==> src/rcotc_defines.vh <==
// Register offsets, field positions and reset values of the RC oscillation touch counter.
`ifndef RCOTC_DEFINES_VH
`define RCOTC_DEFINES_VH

// ----------------------------------------------------------------------------
// Register byte addresses on the APB bus.
// ----------------------------------------------------------------------------
`define RCOTC_ADDR_MODE 8'h00
`define RCOTC_ADDR_CTRL 8'h04
`define RCOTC_ADDR_TA_LO 8'h08
`define RCOTC_ADDR_TA_HI 8'h0c
`define RCOTC_ADDR_TB_LO 8'h10
`define RCOTC_ADDR_TB_HI 8'h14
`define RCOTC_ADDR_IRQ_STAT 8'h18
`define RCOTC_ADDR_IRQ_MASK 8'h1c

// ----------------------------------------------------------------------------
// Field positions.
// ----------------------------------------------------------------------------
`define RCOTC_MODE_OVSEL_BIT 0
`define RCOTC_MODE_EN_BIT 1
`define RCOTC_CTRL_RUN_BIT 4
`define RCOTC_CTRL_CSEL_LSB 5
`define RCOTC_CTRL_CSEL_MSB 7
`define RCOTC_IRQ_FLAG_BIT 5

// ----------------------------------------------------------------------------
// Encodings and reset values.
// ----------------------------------------------------------------------------
`define RCOTC_CSEL_DIV4 3'h1
`define RCOTC_PRESCALE_LAST 2'h3
`define RCOTC_MODE_RESET 2'h0
`define RCOTC_CSEL_RESET 3'h0
`define RCOTC_MASK_RESET 1'h0

`endif

==> src/rcotc_dummy.v <==
// Intentionally empty.

==> src/rcotc_edge.v <==
// Rising-edge detector for the external RC oscillator input.
`timescale 1ns/1ns

module rcotc_edge
(
    input wire clk,
    input wire rst_n,
    input wire clk_en,
    input wire sig_in,
    output reg rise
);

    // Previous sample of the oscillator input.
    reg sig_prev;

    // ------------------------------------------------------------------------
    // Edge detection
    // ------------------------------------------------------------------------
    // A rise is a one-cycle pulse one cycle after the input goes high.
    always @(posedge clk or negedge rst_n)
    begin
        if (!rst_n)
        begin
            sig_prev <= 1'b0;
            rise <= 1'b0;
        end
        else if (clk_en)
        begin
            sig_prev <= sig_in;
            rise <= sig_in & ~sig_prev;
        end
    end

endmodule // rcotc_edge

==> src/rcotc_timer16.v <==
// Up-counter with buffered low-byte write and latched low-byte read.
`timescale 1ns/1ns

module rcotc_timer16
#(
    parameter WIDTH = 16
)
(
    input wire clk,
    input wire rst_n,
    input wire clk_en,
    input wire wr_lo,
    input wire wr_hi,
    input wire rd_hi,
    input wire [WIDTH/2-1:0] wdata,
    input wire inc,
    output wire [WIDTH/2-1:0] hi_byte,
    output wire [WIDTH/2-1:0] lo_latched,
    output wire ovf
);

    // Holding buffer for a written low byte.
    reg [WIDTH/2-1:0] lo_buf;
    // The running count.
    reg [WIDTH-1:0] count;
    // Low byte captured by the last high-byte read.
    reg [WIDTH/2-1:0] lo_latch;

    // Overflow is the increment that leaves the all-ones value.
    assign ovf = inc & (&count);
    assign hi_byte = count[WIDTH-1:WIDTH/2];
    assign lo_latched = lo_latch;

    // ------------------------------------------------------------------------
    // Count and byte access
    // ------------------------------------------------------------------------
    // A low write only fills the buffer; a high write loads both halves.
    always @(posedge clk or negedge rst_n)
    begin
        if (!rst_n)
        begin
            lo_buf <= {(WIDTH/2){1'b0}};
            count <= {WIDTH{1'b0}};
            lo_latch <= {(WIDTH/2){1'b0}};
        end
        else if (clk_en)
        begin
            if (wr_lo)
            begin
                lo_buf <= wdata;
            end
            if (wr_hi)
            begin
                count <= {wdata, lo_buf};
            end
            else if (inc)
            begin
                count <= count + {{(WIDTH-1){1'b0}}, 1'b1};
            end
            if (rd_hi)
            begin
                lo_latch <= count[WIDTH/2-1:0];
            end
        end
    end

endmodule // rcotc_timer16

==> src/rcotc_top.v <==
// APB top of the RC oscillation touch counter with its two timers and interrupt.
`timescale 1ns/1ns
`include "rcotc_defines.vh"

module rcotc_top
(
    input wire pclk,
    input wire presetn,
    input wire clk_en,
    input wire psel,
    input wire penable,
    input wire pwrite,
    input wire [7:0] paddr,
    input wire [31:0] pwdata,
    output reg [31:0] prdata,
    output reg pready,
    output reg pslverr,
    input wire rc_osc_in,
    output reg irq
);

    // ------------------------------------------------------------------------
    // Decode helpers
    // ------------------------------------------------------------------------

    // True for any of the four timer byte addresses.
    function is_timer;
        input [7:0] addr;
        begin
            is_timer = (addr == `RCOTC_ADDR_TA_LO) || (addr == `RCOTC_ADDR_TA_HI) ||
                       (addr == `RCOTC_ADDR_TB_LO) || (addr == `RCOTC_ADDR_TB_HI);
        end
    endfunction

    // True for any mapped address.
    function is_mapped;
        input [7:0] addr;
        begin
            is_mapped = is_timer(addr) || (addr == `RCOTC_ADDR_MODE) ||
                        (addr == `RCOTC_ADDR_CTRL) || (addr == `RCOTC_ADDR_IRQ_STAT) ||
                        (addr == `RCOTC_ADDR_IRQ_MASK);
        end
    endfunction

    // ------------------------------------------------------------------------
    // Control and status state
    // ------------------------------------------------------------------------

    // Overflow source select: zero picks timer A, one picks timer B.
    reg overflow_source_select;
    // Converter enable.
    reg converter_enable;
    // Clock select field of the count control register.
    reg [2:0] ref_clock_select;
    // Run bit of the count control register.
    reg count_run_bit;
    // Sticky interrupt request flag.
    reg converter_irq_flag;
    // Interrupt mask bit, one lets the flag reach the output.
    reg irq_mask;
    // Prescaler for the quarter-rate reference clock.
    reg [1:0] prescale;

    // ------------------------------------------------------------------------
    // Bus access qualification
    // ------------------------------------------------------------------------

    // First access cycle of a transfer; the answer follows one edge later.
    wire access;
    // Access to a timer byte while the run bit blocks it.
    wire blocked;
    // Write and read strobes, one cycle each.
    wire do_wr;
    wire do_rd;

    assign access = psel & penable & ~pready;
    assign blocked = is_timer(paddr) & count_run_bit;
    assign do_wr = access & pwrite & ~blocked;
    assign do_rd = access & ~pwrite & ~blocked;

    // ------------------------------------------------------------------------
    // Counting qualification
    // ------------------------------------------------------------------------

    // Counting needs both the unit enable and the run bit.
    wire counting;
    // Quarter-rate selected for the reference timer.
    wire sel_div4;
    // Increment strobes of both timers.
    wire inc_a;
    wire inc_b;
    // One-cycle rise of the oscillator input.
    wire rc_rise;
    // Overflow strobes of both timers.
    wire ovf_a;
    wire ovf_b;
    // Either timer overflowed.
    wire ovf_any;
    // The overflow that feeds the interrupt flag.
    wire ovf_sel;

    assign counting = converter_enable & count_run_bit;
    assign sel_div4 = (ref_clock_select == `RCOTC_CSEL_DIV4);
    assign inc_a = counting & (~sel_div4 | (prescale == `RCOTC_PRESCALE_LAST));
    assign inc_b = counting & rc_rise;
    assign ovf_any = ovf_a | ovf_b;
    assign ovf_sel = overflow_source_select ? ovf_b : ovf_a;

    // ------------------------------------------------------------------------
    // Timer write and read strobes
    // ------------------------------------------------------------------------

    wire wr_a_lo;
    wire wr_a_hi;
    wire wr_b_lo;
    wire wr_b_hi;
    wire rd_a_hi;
    wire rd_b_hi;

    assign wr_a_lo = do_wr & (paddr == `RCOTC_ADDR_TA_LO);
    assign wr_a_hi = do_wr & (paddr == `RCOTC_ADDR_TA_HI);
    assign wr_b_lo = do_wr & (paddr == `RCOTC_ADDR_TB_LO);
    assign wr_b_hi = do_wr & (paddr == `RCOTC_ADDR_TB_HI);
    assign rd_a_hi = do_rd & (paddr == `RCOTC_ADDR_TA_HI);
    assign rd_b_hi = do_rd & (paddr == `RCOTC_ADDR_TB_HI);

    // Byte views of both timers.
    wire [7:0] a_hi;
    wire [7:0] a_lo;
    wire [7:0] b_hi;
    wire [7:0] b_lo;

    // ------------------------------------------------------------------------
    // Submodules
    // ------------------------------------------------------------------------

    // Edge detector on the touch pad oscillator.
    rcotc_edge u_edge
    (
        .clk(pclk),
        .rst_n(presetn),
        .clk_en(clk_en),
        .sig_in(rc_osc_in),
        .rise(rc_rise)
    );

    // Reference timer A.
    rcotc_timer16 #(.WIDTH(16)) u_timer_a
    (
        .clk(pclk),
        .rst_n(presetn),
        .clk_en(clk_en),
        .wr_lo(wr_a_lo),
        .wr_hi(wr_a_hi),
        .rd_hi(rd_a_hi),
        .wdata(pwdata[7:0]),
        .inc(inc_a),
        .hi_byte(a_hi),
        .lo_latched(a_lo),
        .ovf(ovf_a)
    );

    // Measurement timer B.
    rcotc_timer16 #(.WIDTH(16)) u_timer_b
    (
        .clk(pclk),
        .rst_n(presetn),
        .clk_en(clk_en),
        .wr_lo(wr_b_lo),
        .wr_hi(wr_b_hi),
        .rd_hi(rd_b_hi),
        .wdata(pwdata[7:0]),
        .inc(inc_b),
        .hi_byte(b_hi),
        .lo_latched(b_lo),
        .ovf(ovf_b)
    );

    // ------------------------------------------------------------------------
    // Prescaler
    // ------------------------------------------------------------------------
    // Free count while counting; restarts from zero at each stop so that
    // every run begins with a full quarter period.
    always @(posedge pclk or negedge presetn)
    begin
        if (!presetn)
        begin
            prescale <= 2'h0;
        end
        else if (clk_en)
        begin
            if (counting)
            begin
                prescale <= prescale + 2'h1;
            end
            else
            begin
                prescale <= 2'h0;
            end
        end
    end

    // ------------------------------------------------------------------------
    // Configuration registers and run bit
    // ------------------------------------------------------------------------
    // An overflow clears the run bit and wins over a write in the same cycle.
    always @(posedge pclk or negedge presetn)
    begin
        if (!presetn)
        begin
            overflow_source_select <= 1'b0;
            converter_enable <= 1'b0;
            ref_clock_select <= `RCOTC_CSEL_RESET;
            count_run_bit <= 1'b0;
            irq_mask <= `RCOTC_MASK_RESET;
        end
        else if (clk_en)
        begin
            if (do_wr && (paddr == `RCOTC_ADDR_MODE))
            begin
                overflow_source_select <= pwdata[`RCOTC_MODE_OVSEL_BIT];
                converter_enable <= pwdata[`RCOTC_MODE_EN_BIT];
            end
            if (do_wr && (paddr == `RCOTC_ADDR_IRQ_MASK))
            begin
                irq_mask <= pwdata[`RCOTC_IRQ_FLAG_BIT];
            end
            if (ovf_any)
            begin
                count_run_bit <= 1'b0;
            end
            else if (do_wr && (paddr == `RCOTC_ADDR_CTRL))
            begin
                ref_clock_select <= pwdata[`RCOTC_CTRL_CSEL_MSB:`RCOTC_CTRL_CSEL_LSB];
                count_run_bit <= pwdata[`RCOTC_CTRL_RUN_BIT];
            end
        end
    end

    // ------------------------------------------------------------------------
    // Interrupt flag
    // ------------------------------------------------------------------------
    // Sticky until a one is written to it; a new overflow wins over the clear.
    always @(posedge pclk or negedge presetn)
    begin
        if (!presetn)
        begin
            converter_irq_flag <= 1'b0;
        end
        else if (clk_en)
        begin
            if (ovf_sel)
            begin
                converter_irq_flag <= 1'b1;
            end
            else if (do_wr && (paddr == `RCOTC_ADDR_IRQ_STAT) && pwdata[`RCOTC_IRQ_FLAG_BIT])
            begin
                converter_irq_flag <= 1'b0;
            end
        end
    end

    // ------------------------------------------------------------------------
    // Interrupt output
    // ------------------------------------------------------------------------
    // Registered level, high one cycle after an unmasked flag is set.
    always @(posedge pclk or negedge presetn)
    begin
        if (!presetn)
        begin
            irq <= 1'b0;
        end
        else if (clk_en)
        begin
            irq <= converter_irq_flag & irq_mask;
        end
    end

    // ------------------------------------------------------------------------
    // Read data mux
    // ------------------------------------------------------------------------
    // Blocked and unmapped reads return zero.
    reg [31:0] next_prdata;

    always @*
    begin
        next_prdata = 32'h0000_0000;
        if (!blocked)
        begin
            case (paddr)
                `RCOTC_ADDR_MODE:
                begin
                    next_prdata = {30'h0, converter_enable, overflow_source_select};
                end
                `RCOTC_ADDR_CTRL:
                begin
                    next_prdata = {24'h0, ref_clock_select, count_run_bit, 4'h0};
                end
                `RCOTC_ADDR_TA_LO:
                begin
                    next_prdata = {24'h0, a_lo};
                end
                `RCOTC_ADDR_TA_HI:
                begin
                    next_prdata = {24'h0, a_hi};
                end
                `RCOTC_ADDR_TB_LO:
                begin
                    next_prdata = {24'h0, b_lo};
                end
                `RCOTC_ADDR_TB_HI:
                begin
                    next_prdata = {24'h0, b_hi};
                end
                `RCOTC_ADDR_IRQ_STAT:
                begin
                    next_prdata = {26'h0, converter_irq_flag, 5'h0};
                end
                `RCOTC_ADDR_IRQ_MASK:
                begin
                    next_prdata = {26'h0, irq_mask, 5'h0};
                end
                default:
                begin
                    next_prdata = 32'h0000_0000;
                end
            endcase
        end
    end

    // ------------------------------------------------------------------------
    // APB answer
    // ------------------------------------------------------------------------
    // One wait state: pready rises one edge after the access phase begins
    // and falls at the next edge. Unmapped or blocked accesses raise pslverr.
    always @(posedge pclk or negedge presetn)
    begin
        if (!presetn)
        begin
            prdata <= 32'h0000_0000;
            pready <= 1'b0;
            pslverr <= 1'b0;
        end
        else if (clk_en)
        begin
            pready <= access;
            if (access)
            begin
                prdata <= pwrite ? 32'h0000_0000 : next_prdata;
                pslverr <= blocked | ~is_mapped(paddr);
            end
            else
            begin
                pslverr <= 1'b0;
            end
        end
    end

endmodule // rcotc_top

==> config.mk <==
export PLATFORM = sky130hd
export DESIGN_NAME = rcotc_top
export DESIGN_NICKNAME = d
export VERILOG_FILES = /design/src/rcotc_dummy.v /design/src/rcotc_edge.v /design/src/rcotc_timer16.v /design/src/rcotc_top.v
export VERILOG_INCLUDE_DIRS = /design/src
export SDC_FILE = /design/constraint.sdc
export NUM_CORES = 1
export LEC_CHECK = 0
export ABC_AREA = 1
export ABC_CLOCK_PERIOD_IN_PS = 3900
export BUFFER_PORTS_ARGS = -buffer_cell sky130_fd_sc_hd__buf_4
export CORE_UTILIZATION = 30
export DETAILED_ROUTE_END_ITERATION = 10
export GPL_ROUTABILITY_DRIVEN = 0
export PLACE_DENSITY = 0.59
export SYNTH_ARGS = -nofsm -noshare
export SYNTH_HDL_FRONTEND = slang
export SYNTH_SLANG_ARGS = --single-unit
export TNS_END_PERCENT = 5
==> constraint.sdc <==
create_clock -name pclk -period 3.9 [get_ports pclk]
set_clock_uncertainty 0.2 [all_clocks]
set_input_delay 0.78 -clock pclk [delete_from_list [all_inputs] [get_ports pclk]]
set_output_delay 0.78 -clock pclk [all_outputs]
set_load 0.01 [all_outputs]
# --- Word-level counts from Yosys, hierarchy flattened ---
# Index checks and enable logic that the tools add are counted.
totals:
  ff_bits: 111
  input_bits: 47
  out_inout_bits: 35
  wordCells: 106
op_classes:
  add_sub_neg: 3
  n_eq_ne: 9
  mux: 14
  bitwise: 30
  reduce_logical: 31
op_table:
  columns: ["cell", "n"]
  rows:
  - ["$mux W16", 4]
  - ["$pmux W8 S8", 1]
  - ["$add A16 B1 Y16 const B", 2]
  - ["$eq A8 B5 Y1 const B", 4]
  - ["$mux W32", 1]
  - ["$reduce_and A16 Y1", 2]
  - ["$reduce_and A2 Y1", 11]
  - ["$and A1 B1 Y1", 20]
  - ["$eq A8 B4 Y1 const B", 2]
  - ["$eq A8 B3 Y1 const B", 1]
  - ["$logic_not A8 Y1", 1]
  - ["$mux W8", 1]
  - ["$reduce_bool A2 Y1", 4]
  - ["$logic_or A1 B1 Y1", 7]
  - ["$not A1 Y1", 7]
  - ["$mux W1", 6]
  - ["$logic_and A1 B1 Y1", 5]
  - ["$eq A3 B1 Y1 const B", 1]
  - ["$or A1 B1 Y1", 3]
  - ["$reduce_and A3 Y1", 1]
  - ["$add A2 B1 Y2 const B", 1]
  - ["$eq A2 B2 Y1 const B", 1]
  - ["$mux W2", 1]

# --- Depth between registers and ports, before layout ---
# Gate-level depths: netlist of run 1.
depth:
  word_depth: 11
  mapped_depth: 13

# --- Cells and area by module ---
# From an unflattened synthesis of run 1, not the netlist that was laid out.
unflattened:
  hier_cells: 725
  area_unflattened_um2: 5371.4
modules_own_cells:
  columns: ["mod", "n_inst", "cells_each", "area_each_um2", "seq_area_each_um2"]
  rows:
  - ["rcotc_timer16", 2, 238, 1821.7, 800.8]
  - ["rcotc_top", 1, 240, 1649.1, 525.5]
  - ["rcotc_edge", 1, 9, 78.8, 50.0]

# --- Least setup slack after synthesis of run 1 ---
# OpenSTA, ideal clock, no wires.
synth_timing:
  path_type: "input-to-reg"
  from: "in paddr[7]"
  to: "reg u_timer_b.count[10]"
  t_arrival_ps: 1927
  path_slack_ps: 1657
  cell_stages: 12
  path_cell_list: "nor2_4 -> nand2_4 -> nor2_8 -> nor2_2 -> nand2_2 -> nand2_4 -> buf_6 -> buf_6 -> nand4_1 -> nand2_1 -> nand2_1 -> nand2_1"
synth_via:
  elab_chain_len: 10
  word_cells_on_any_way: 14
synth_rtl:
  columns: ["element", "line", "source"]
  rows:
  - ["start: declaration", "rcotc_top.v:13", "input wire [7:0] paddr,"]
  - ["$eq A8 B4 Y1", null, null]
  - ["$logic_or A1 B1 Y1 (3 in series)", "rcotc_top.v:30", "is_timer = (addr == `RCOTC_ADDR_TA_LO) || (addr == `RCOTC_ADDR_TA_HI) ||"]
  - ["$and A1 B1 Y1", "rcotc_top.v:77", "assign blocked = is_timer(paddr) & count_run_bit;"]
  - ["$not A1 Y1", "rcotc_top.v:78", "assign do_wr = access & pwrite & ~blocked;"]
  - ["$and A1 B1 Y1", "rcotc_top.v:78", null]
  - ["$and A1 B1 Y1 *", "rcotc_top.v:123", "assign wr_b_hi = do_wr & (paddr == `RCOTC_ADDR_TB_HI);"]
  - ["$reduce_bool A2 Y1 (no source line)", null, null]
  - ["$reduce_and A2 Y1 (no source line)", null, null]
  - ["end signal: assignment", "rcotc_timer16.v:43", "count <= {WIDTH{1'b0}};"]
  - ["end signal: assignment", "rcotc_timer16.v:54", "count <= {wdata, lo_buf};"]
  - ["end signal: assignment", "rcotc_timer16.v:58", "count <= count + {{(WIDTH-1){1'b0}}, 1'b1};"]
  - ["end: declaration", "rcotc_timer16.v:25", "reg [WIDTH-1:0] count;"]
# Every way passes the cells marked *; elsewhere a longest branch is shown, timed or not.
# A chain may end at the register's enable or synchronous reset.

# --- Worst setup path after layout of run 1 ---
layout_timing:
  from: "in paddr[3]"
  to: "reg u_timer_a.count[13]"
layout_via:
  elab_chain_len: 10
  word_cells_on_any_way: 14
layout_rtl:
  columns: ["element", "line", "source"]
  rows:
  - ["$eq A8 B4 Y1", null, null]
  - ["$logic_or A1 B1 Y1 (3 in series)", "rcotc_top.v:30", null]
  - ["$and A1 B1 Y1", "rcotc_top.v:77", null]
  - ["$not A1 Y1", "rcotc_top.v:78", null]
  - ["$and A1 B1 Y1", "rcotc_top.v:78", null]
  - ["$and A1 B1 Y1 *", "rcotc_top.v:121", "assign wr_a_hi = do_wr & (paddr == `RCOTC_ADDR_TA_HI);"]
  - ["$reduce_bool A2 Y1 (no source line)", null, null]
  - ["$reduce_and A2 Y1 (no source line)", null, null]
  - ["end signal: assignment", "rcotc_timer16.v:43", null]
  - ["end signal: assignment", "rcotc_timer16.v:54", null]
  - ["end signal: assignment", "rcotc_timer16.v:58", null]
  - ["end: declaration", "rcotc_timer16.v:25", null]
# Marks and branches as above.

==> flow_metrics.tcl, run 1 <==
set metrics [dict create \
    syn-cell-area_mm2 0.00538 \
    crit_arrival_ns 2.69 \
    placement.cell_area_mm2 0.00569 \
    ctsHoldBuffers 0 \
    syn_to_final_growth_pct 11.6 \
    wl_um 13900 \
    grt_util_all_layers 0.162 \
    diodes 0 \
    ys_types 34 \
    drcViolationCount 0 \
    htree_levels 3 \
    yosys-top-cells-area "dfrtp_1, nand2_1, nand4_1" \
    slew_headroom 0.596 \
    pre_cts_slack_ns 0.916 \
    die_h_um 136 \
    powerDensity_mw_per_mm2 327 \
    design_area_mm2 0.00600 \
    cts_resized 0 \
    port_buffers 33 \
    finalHoldViolCount 0 \
    end_kind "flop" \
    slew_viol_final 0 \
    critPathLaunchType "input port" \
    holdWs_ns 0.214 \
    worstSetupPathType "input port to flop" \
    cts.path.max_buffers 2 \
    post_cts_buffers 0 \
    syn_inst 711 \
    grt_remaining_overflow 0 \
    finalSetupTns_ns 0 \
    worst_pin_slew_ns 0.605 \
    rows 48 \
    die_w_um 136 \
    ys_seq_area_frac 0.405 \
    ys_seq_elements 87 \
    required_ns 3.99 \
    clockRootBuffer "clkbuf_16" \
    period_share 0.666 \
    fmax_mhz 385 \
    initial_core_util 0.309 \
    clkLatencyLatePin_ns 0.35 \
    synth_warnings 0 \
    synth_top_area_share 0.405 \
    r2r-start "pready$_DFFE_PN0P_" \
    post_route_cells_drive_above_1_share 0.132 \
    fin_nets 786 \
    grt_max_degree 48 \
    p_leak_uw 0.00303 \
    setup_viol 0 \
    dr.pass1.iters 7 \
    grt_pass1_vias 4196 \
    cts_buffers 9 \
    period_needed_ns 2.60 \
    worst-path-max-fanout 25 \
    yosysTopAreaCell "dfrtp_1" \
    cap_viol_max_count 0 \
    grt_antenna_before_repair 0 \
    grt_pass1_wl_um 22500 \
    status "finished clean" \
    cts_tree "done" \
    core_area_mm2 0.0174 \
    vdd_drop_max_uv 205 \
    num_vias 4478 \
    dp_hpwl_um 10100 \
    die_area_mm2 0.0185 \
    fin_ws_ns 1.30 \
    utilization 0.345 \
    avgSynthCellArea_um2 7.57 \
    startpoint "paddr[3]" \
    routed_via_density 4.64 \
    clkSlewWorstSetupHoldPaths_ns 0.06 \
    ios 82 \
    cts_num_sinks 87 \
    drt_iter0_drc 384 \
    min_path_type "input port to async pin" \
    antenna_left 0 \
    r2r_slack_ns 1.56 \
    rsz0062_at_grt "no" \
    wl_per_cell_um 14.4 \
]
==> cell usage in the layout (no fill, tap or decap), types with 4 or more instances in the layout <==
| cell | count |
|---|---|
| conb_1 | 24 |
| nand3_4 | 4 |
| o21ai_1 | 6 |
| o21ai_2 | 10 |
| nor2_2 | 7 |
| nor3_1 | 16 |
| nor2_4 | 4 |
| nand2_1 | 281 |
| nand4_1 | 36 |
| buf_4 | 38 |
| nor2_1 | 35 |
| a21oi_1 | 4 |
| clkbuf_16 | 9 |
| inv_1 | 56 |
| nand2_4 | 7 |
| o21ai_0 | 37 |
| nand2_2 | 8 |
| dfrtp_1 | 87 |
| nand3_1 | 20 |
| xor2_1 | 24 |
==> Yosys cell counts (all sizes together) <==
master and number:
a31oi 1, a21oi 6, inv 56, a22o 2, nor2 49, o22ai 2, nor3b 1, dfrtp 87
nor3 16, conb 1, ha 3, nand3 24, clkbuf 5, and3 1, o21ai 53, xnor2 1
nand2 296, xor2 24, buf 43, clkinv 1, nand4 36, o211ai 3
==> kinds of logic after synthesis <==
group                    synth area share
AO/OA/AOI/OAI                      0.0770
flip-flops                          0.405
adder cells (fa/ha/maj)           0.00698
buffers and inverters               0.107
AND/OR/NAND/NOR                     0.363
XOR/XNOR                           0.0407
other                            0.000697
==> through the flow <==
stage,total power [uW],std cells
6_report,1960,965
5_1_grt,2040,965
4_1_cts,2000,965
3_5_place_dp,1050,950
3_3_place_gp,1050,950
2_1_floorplan,1000,734
==> routing by layer <==
layer	vias to the layer above	GRT usage	wire (um)
met5	-	0	0
met4	0	0.0710	299
met3	17	0.0235	666
met2	128	0.232	5900
met1	2051	0.238	7040
li1	2282	-	-
==> report_power, final <==
part	leakage, uW	total [uW]	internal, uW	switching, uW
combinational	0.00168	117	32.2	84.4
sequential	0.00120	916	910	5.39
clock	0.000155	932	573	359
total	0.00303	1960	1520	449
==> worst max-delay path, cell delays in order <==
cell and delay [ns]:
buf_4 0.13, inv_1 0.06, nor2_2 0.04, nand2_2 0.12, nor2_8 0.07, nor2_2 0.10, nand2_2 0.07, nand2_4 0.28
nand3_4 0.31, a21oi_4 0.52, nand2_1 0.11, nand2_1 0.08
==> final timing paths <==
check                                                 endpoint  cells after the start
max                            u_timer_a.count[13]$_DFFE_PN0P_                     12
min                             u_timer_b.count[4]$_DFFE_PN0P_                      1
max reg2reg                              prdata[4]$_DFFE_PN0P_                      5
min reg2reg                            u_edge.rise$_DFFE_PN0P_                      1
max in group asynchronous  u_timer_a.lo_latched[4]$_DFFE_PN0P_                      2
min in group pclk                      u_edge.rise$_DFFE_PN0P_                      1
==> sequential cells by signal (all words and copies together) (netlist names), 2 cells and up <==
signal	cells
prdata	8
ref_clock_select	3
u_timer_a.lo_latched	8
u_timer_a.lo_buf	8
prescale	2
u_timer_a.count	16
u_timer_b.count	16
u_timer_b.lo_latched	8
u_timer_b.lo_buf	8
==> layout make-up <==
class	count	area [um2]
clock buffers	11	243
clock inverters	4	70.1
fillers	1887	11400
inverters	57	214
multi-input cells	542	2710
flip-flops and latches	87	2180
well taps	225	282
repair buffers	39	305
No activity file was read; power rests on OpenSTA's default activity.
==> inputs of run 2 (changes only) <==
Settings changed: ABC_CLOCK_PERIOD_IN_PS 3900 to 2650.
Clock period 3.9 ns to 2.65 ns, I/O delays scaled along.
==> run 2 against run 1 <==
Compared with the run above:
- sequential share of layout area is 0.15 points lower
- sequential power increased by 47%
- clock power rose by 36%
- non-clock buffer count up 9
- count of clock-buffer cells in the layout increased by 2
- power rose by 42%
- global-route usage rose by 0.20 points
- critical endpoint is now u_timer_b.count[7]$_DFFE_PN0P_
- register-to-register slack lost 1.1 ns
- routed wire length up 2.3%
==> flow_metrics.tcl, run 2 (same netlist as run 1, synthesis figures left out) <==
set metrics [dict create \
    status "finished clean" \
    initial_core_util 0.309 \
    vdd_drop_max_uv 264 \
    critPathLaunchType "flop" \
    wl_per_cell_um 14.6 \
    layout_common_cells "nand2_1, dfrtp_1, inv_1, buf_4, o21ai_0" \
    wl_um 14200 \
    diodes 0 \
    grt_pass1_wl_um 22900 \
    slew_viol_final 0 \
    syn_to_final_growth_pct 12.1 \
    htree_levels 3 \
    antenna_left 0 \
    cts_num_sinks 87 \
    die_w_um 136 \
    layout_commonest_cell "nand2_1" \
    finalHoldViolCount 0 \
    r2r_slack_ns 0.45 \
    post_route_cells_drive_above_1_share 0.138 \
    clkLatencyLatePin_ns 0.36 \
    holdWs_ns 0.236 \
    design_area_mm2 0.00603 \
    cap_viol_max_count 0 \
    drt_iter0_drc 361 \
    power_uw 2800 \
    routed_via_density 4.66 \
    period_share 0.831 \
    end_kind "flop" \
    rsz0062_at_grt "no" \
    min_path_type "input port to flop" \
    drcViolationCount 0 \
    grt_max_degree 43 \
    die_h_um 136 \
    fmax_mhz 454 \
    period_needed_ns 2.20 \
    clkSlewWorstSetupHoldPaths_ns 0.06 \
    worst_pin_slew_ns 0.594 \
    grt_antenna_before_repair 0 \
    cts.path.max_buffers 2 \
    core_area_mm2 0.0174 \
    dr.pass1.iters 5 \
    cts_tree "done" \
    powerDensity_mw_per_mm2 464 \
    dp_hpwl_um 10400 \
    grt_pass1_vias 4206 \
    finalSetupTns_ns 0 \
    grt_util_all_layers 0.164 \
    reg_top3 "u_timer_a.count x16, u_timer_b.count x16" \
    cts_resized 0 \
    worst-path-max-fanout 18 \
    slew_headroom 0.604 \
    reg2reg_depth 7 \
    fin_nets 795 \
    rows 48 \
    grt_remaining_overflow 0 \
    p_leak_uw 0.00305 \
    crit_arrival_ns 2.29 \
    cts_buffers 9 \
    clockRootBuffer "clkbuf_16" \
    setup_viol 0 \
    placement.cell_area_mm2 0.00574 \
    worstSetupPathType "flop to flop" \
    hold_depth 3 \
    die_area_mm2 0.0185 \
    port_buffers 33 \
    required_ns 2.74 \
    num_vias 4532 \
    num-fill-cells 1872 \
    ios 82 \
]
## run 2: cell count changes in the layout (fill, tap and decap cells not counted), sizes merged
cell         delta
dlygate4sd3     +1
buf             +8
bufinv          -1
clkbuf          +2
clkinv          -2
## run 2: cell type report
class / instances / area, um2 / area share
clock buffers: 13 / 250 / 0.0415
flip-flops and latches: 87 / 2180 / 0.361
well taps: 225 / 282 / 0.0467
clock inverters: 1 / 30.0 / 0.00498
repair buffers: 48 / 363 / 0.0602
multi-input cells: 542 / 2710 / 0.450
inverters: 57 / 214 / 0.0355
## run 2: report_power, final
part	switching [uW]	internal, uW
Combinational	126	50.6
Clock	523	748
Sequential	8.62	1340
## run 2: metal layers
metal | track usage | part of all wire | up-vias
li1 | - | - | 2285
met4 | 0.0698 | 0.022 | 0
met1 | 0.242 | 0.51 | 2112
met3 | 0.0261 | 0.048 | 18
met2 | 0.233 | 0.42 | 117
met5 | 0 | 0 | -
## run 2: through the flow
step	setup WS [ns]	utilization	cells
floorplan	0.657	-	734
global placement	0.133	0.330	958
detailed placement	0.111	0.330	958
CTS	0.419	0.346	973
global route	0.259	0.346	973
finish	0.448	0.346	973
## run 2: worst paths after layout
| path | startpoint | to |
|---|---|---|
| max | pready$_DFFE_PN0P_ | u_timer_b.count[7]$_DFFE_PN0P_ |
| min | rc_osc_in | u_edge.sig_prev$_DFFE_PN0P_ |
| max reg2reg | pready$_DFFE_PN0P_ | u_timer_b.count[7]$_DFFE_PN0P_ |
| min reg2reg | u_edge.sig_prev$_DFFE_PN0P_ | u_edge.rise$_DFFE_PN0P_ |
| max in group asynchronous | presetn | u_timer_a.count[4]$_DFFE_PN0P_ |
| min in group asynchronous | presetn | u_timer_b.count[4]$_DFFE_PN0P_ |
## run 2: critical path: stages, from the launching register on
cell	delay, ns
dfrtp_1	0.38
inv_1	0.09
nand3_1	0.08
nor2_2	0.41
nand3_4	0.31
a21oi_4	0.49
nand2_1	0.10
nand2_1	0.08
## run 2: timing repair
item | in CTS | in global routing
hold buffers | 1 | 0
setup buffers | 0 | 0
endpoints found under the hold margin | 1 | 0
==> inputs of run 3 (changes only) <==
Settings changed: ABC_AREA 1 to 0, ABC_CLOCK_PERIOD_IN_PS 2650 to 2180.
Clock period 2.65 ns to 2.18 ns, I/O delays scaled along.
==> run 3 against run 2 <==
Compared with the run above:
- cell count shrank 17%
- sequential cell count is the same
- first-iteration DRC count grew 8.6%
- largest cell class unchanged
- design area grew 2.7%
- sequential power grew 23%
- worst setup slack lost 0.43 ns
- synthesized area shrank 7.9%
- combinational power grew 60%
- maximum frequency grew 2.0%
==> flow_metrics.tcl, run 3 <==
set metrics [dict create \
    fmax_mhz 463 \
    grt_max_degree 37 \
    ys_seq_elements 87 \
    drcViolationCount 0 \
    yosysMostFrequentCell "dfrtp_1" \
    end_kind "flop" \
    syn_to_final_growth_pct 24.9 \
    yosys-top-cells-area "dfrtp_1, mux2_2, a21oi_1" \
    power.switching_uw 865 \
    period_needed_ns 2.16 \
    yosysTopAreaCell "dfrtp_1" \
    finalHoldViolCount 0 \
    setup_viol 0 \
    wl_um 13700 \
    p_int_uw 2590 \
    ys_seq_area_frac 0.439 \
    antenna_left 0 \
    rows 46 \
    die_area_mm2 0.0170 \
    die_h_um 131 \
    die_w_um 131 \
    worst-path-max-fanout 12 \
    dominantRegCellSynth "dfrtp_1" \
    avgSynthCellArea_um2 9.86 \
    r2r-start "prescale[1]$_DFFE_PN0P_" \
    ys_types 60 \
    wl_per_cell_um 17.0 \
    worstSetupPathType "flop to flop" \
    synth_warnings 0 \
    p_sw_frac 0.251 \
    worst_pin_slew_ns 0.578 \
    layout_commonest_cell "buf_4" \
    synth-async-reset-ratio 1.00 \
    finalSetupTns_ns 0 \
    comb_power_share 0.082 \
    slew_viol_final 0 \
    diodes 0 \
    min_from "rc_osc_in" \
    clkPwrFrac 0.437 \
    powerDensity_mw_per_mm2 558 \
    layout_common_cells "buf_4, dfrtp_1, mux2_2, a21oi_1, o21ai_0" \
    drt_iter0_drc 392 \
    cap_viol_max_count 0 \
    dp_hpwl_um 10500 \
    cts.path.max_buffers 2 \
    slew_headroom 0.615 \
    grt_remaining_overflow 0 \
    synth_edf_count 0 \
    port_buffers 33 \
    core_area_mm2 0.0160 \
    rsz0062_at_grt "yes" \
    grt_pass1_wl_um 21900 \
    dr.pass1.iters 5 \
    synth_top_area_share 0.439 \
    syn-cell-area_mm2 0.00496 \
    syn_inst 503 \
    multi_input_area_mm2 0.00259 \
    cts_buffers 9 \
    fin_nets 634 \
    clkLatencyLatePin_ns 0.36 \
    ios 82 \
    clockRootBuffer "clkbuf_16" \
    post_route_cells_drive_above_1_share 0.317 \
    fin_ws_ns 0.0218 \
    initial_core_util 0.310 \
    routed_via_density 5.23 \
    yosys-top-cells-count "dfrtp_1, mux2_2, a21oi_1" \
    critPathLaunchType "flop" \
    reg_top3 "u_timer_a.count x16, u_timer_b.count x16" \
    status "finished clean" \
    period_share 0.990 \
    grt_util_all_layers 0.172 \
    crit_arrival_ns 2.20 \
    required_ns 2.22 \
    num-fill-cells 1595 \
    regArea_mm2 0.00218 \
    p_seq_frac 0.482 \
    pre_cts_slack_ns -0.0869 \
    min_path_type "input port to flop" \
    cts_num_sinks 87 \
    vdd_drop_max_uv 367 \
    htree_levels 3 \
    clkSlewWorstSetupHoldPaths_ns 0.07 \
    startpoint "prescale[1]$_DFFE_PN0P_" \
    p_leak_uw 0.00279 \
    grt_pass1_vias 4075 \
    num_vias 4212 \
    grt_antenna_before_repair 0 \
    cts_tree "done" \
]
-- run 3: cells by family after synthesis --
logic type / after synthesis / share of synthesized area
fa+ha+maj: 3 / 0.00757
compound gates: 136 / 0.170
other cells: 1 / 0.000756
buf+inv: 68 / 0.0724
mux: 57 / 0.127
simple gates: 151 / 0.183
flops: 87 / 0.439
-- run 3: path summary, 6_finish.rpt --
check	to	slack [ns]	depth (start not counted)
setup reg to reg	u_timer_a.count[9]$_DFFE_PN0P_	0.02	8
hold / removal	u_edge.sig_prev$_DFFE_PN0P_	0.12	3
hold reg to reg	u_edge.rise$_DFFE_PN0P_	0.26	1
min in group asynchronous	prescale[1]$_DFFE_PN0P_	0.38	2
max in group asynchronous	u_timer_b.count[6]$_DFFE_PN0P_	0.69	3
setup / recovery	u_timer_a.count[9]$_DFFE_PN0P_	0.02	8
-- run 3: repair_timing --
| item | CTS | global route |
|---|---|---|
| hold buffers | 1 | 0 |
| gates resized for setup | 2 | 12 |
| pin swaps | 2 | 4 |
| endpoints found under the hold margin | 33 | 0 |
| endpoints found under the setup margin | 7 | 33 |
| buffers inserted | 2 | 1 |
-- run 3: layout make-up --
cell class / count / share of cell area
multi-input combinational: 371 / 0.419
clock inverter: 5 / 0.00647
inverter: 16 / 0.00970
clock buffer: 11 / 0.0408
sequential: 87 / 0.352
timing repair buffer: 99 / 0.129
tap: 216 / 0.0437
-- run 3: worst max-delay path: stages (launching register included) --
cell	delay, ns
dfrtp_1	0.38
ha_2	0.20
or4b_4	0.49
nand3_4	0.09
buf_4	0.15
o32ai_4	0.10
buf_4	0.19
a21oi_1	0.15
a21oi_1	0.07
-- run 3: power groups by stage --
stage / combinational [uW] / clock, uW / sequential (uW)
3_5_place_dp: 278 / 0 / 1690
4_1_cts: 281 / 1540 / 1660
2_1_floorplan: 147 / 0 / 1690
3_3_place_gp: 272 / 0 / 1690
5_1_grt: 313 / 1600 / 1670
6_report: 282 / 1510 / 1660
-- run 3: layer usage --
metal	up-vias	GRT usage	wire length [um]
met5	-	0	0
met1	2018	0.229	6150
li1	1974	-	-
met3	37	0.0269	921
met2	183	0.262	6060
met4	0	0.107	580
-- run 3: through the flow --
stage / instance area [um2] / hold slack, ns / utilization / power [uW] / cells
floorplan: 5070 / -0.0596 / - / 1840 / 526
global route: 6190 / 0.151 / 0.387 / 3580 / 805
CTS: 6130 / 0.123 / 0.383 / 3480 / 804
global placement: 5800 / 0.239 / 0.363 / 1960 / 785
finish: 6190 / 0.125 / 0.387 / 3450 / 805
detailed placement: 5800 / 0.239 / 0.363 / 1970 / 785
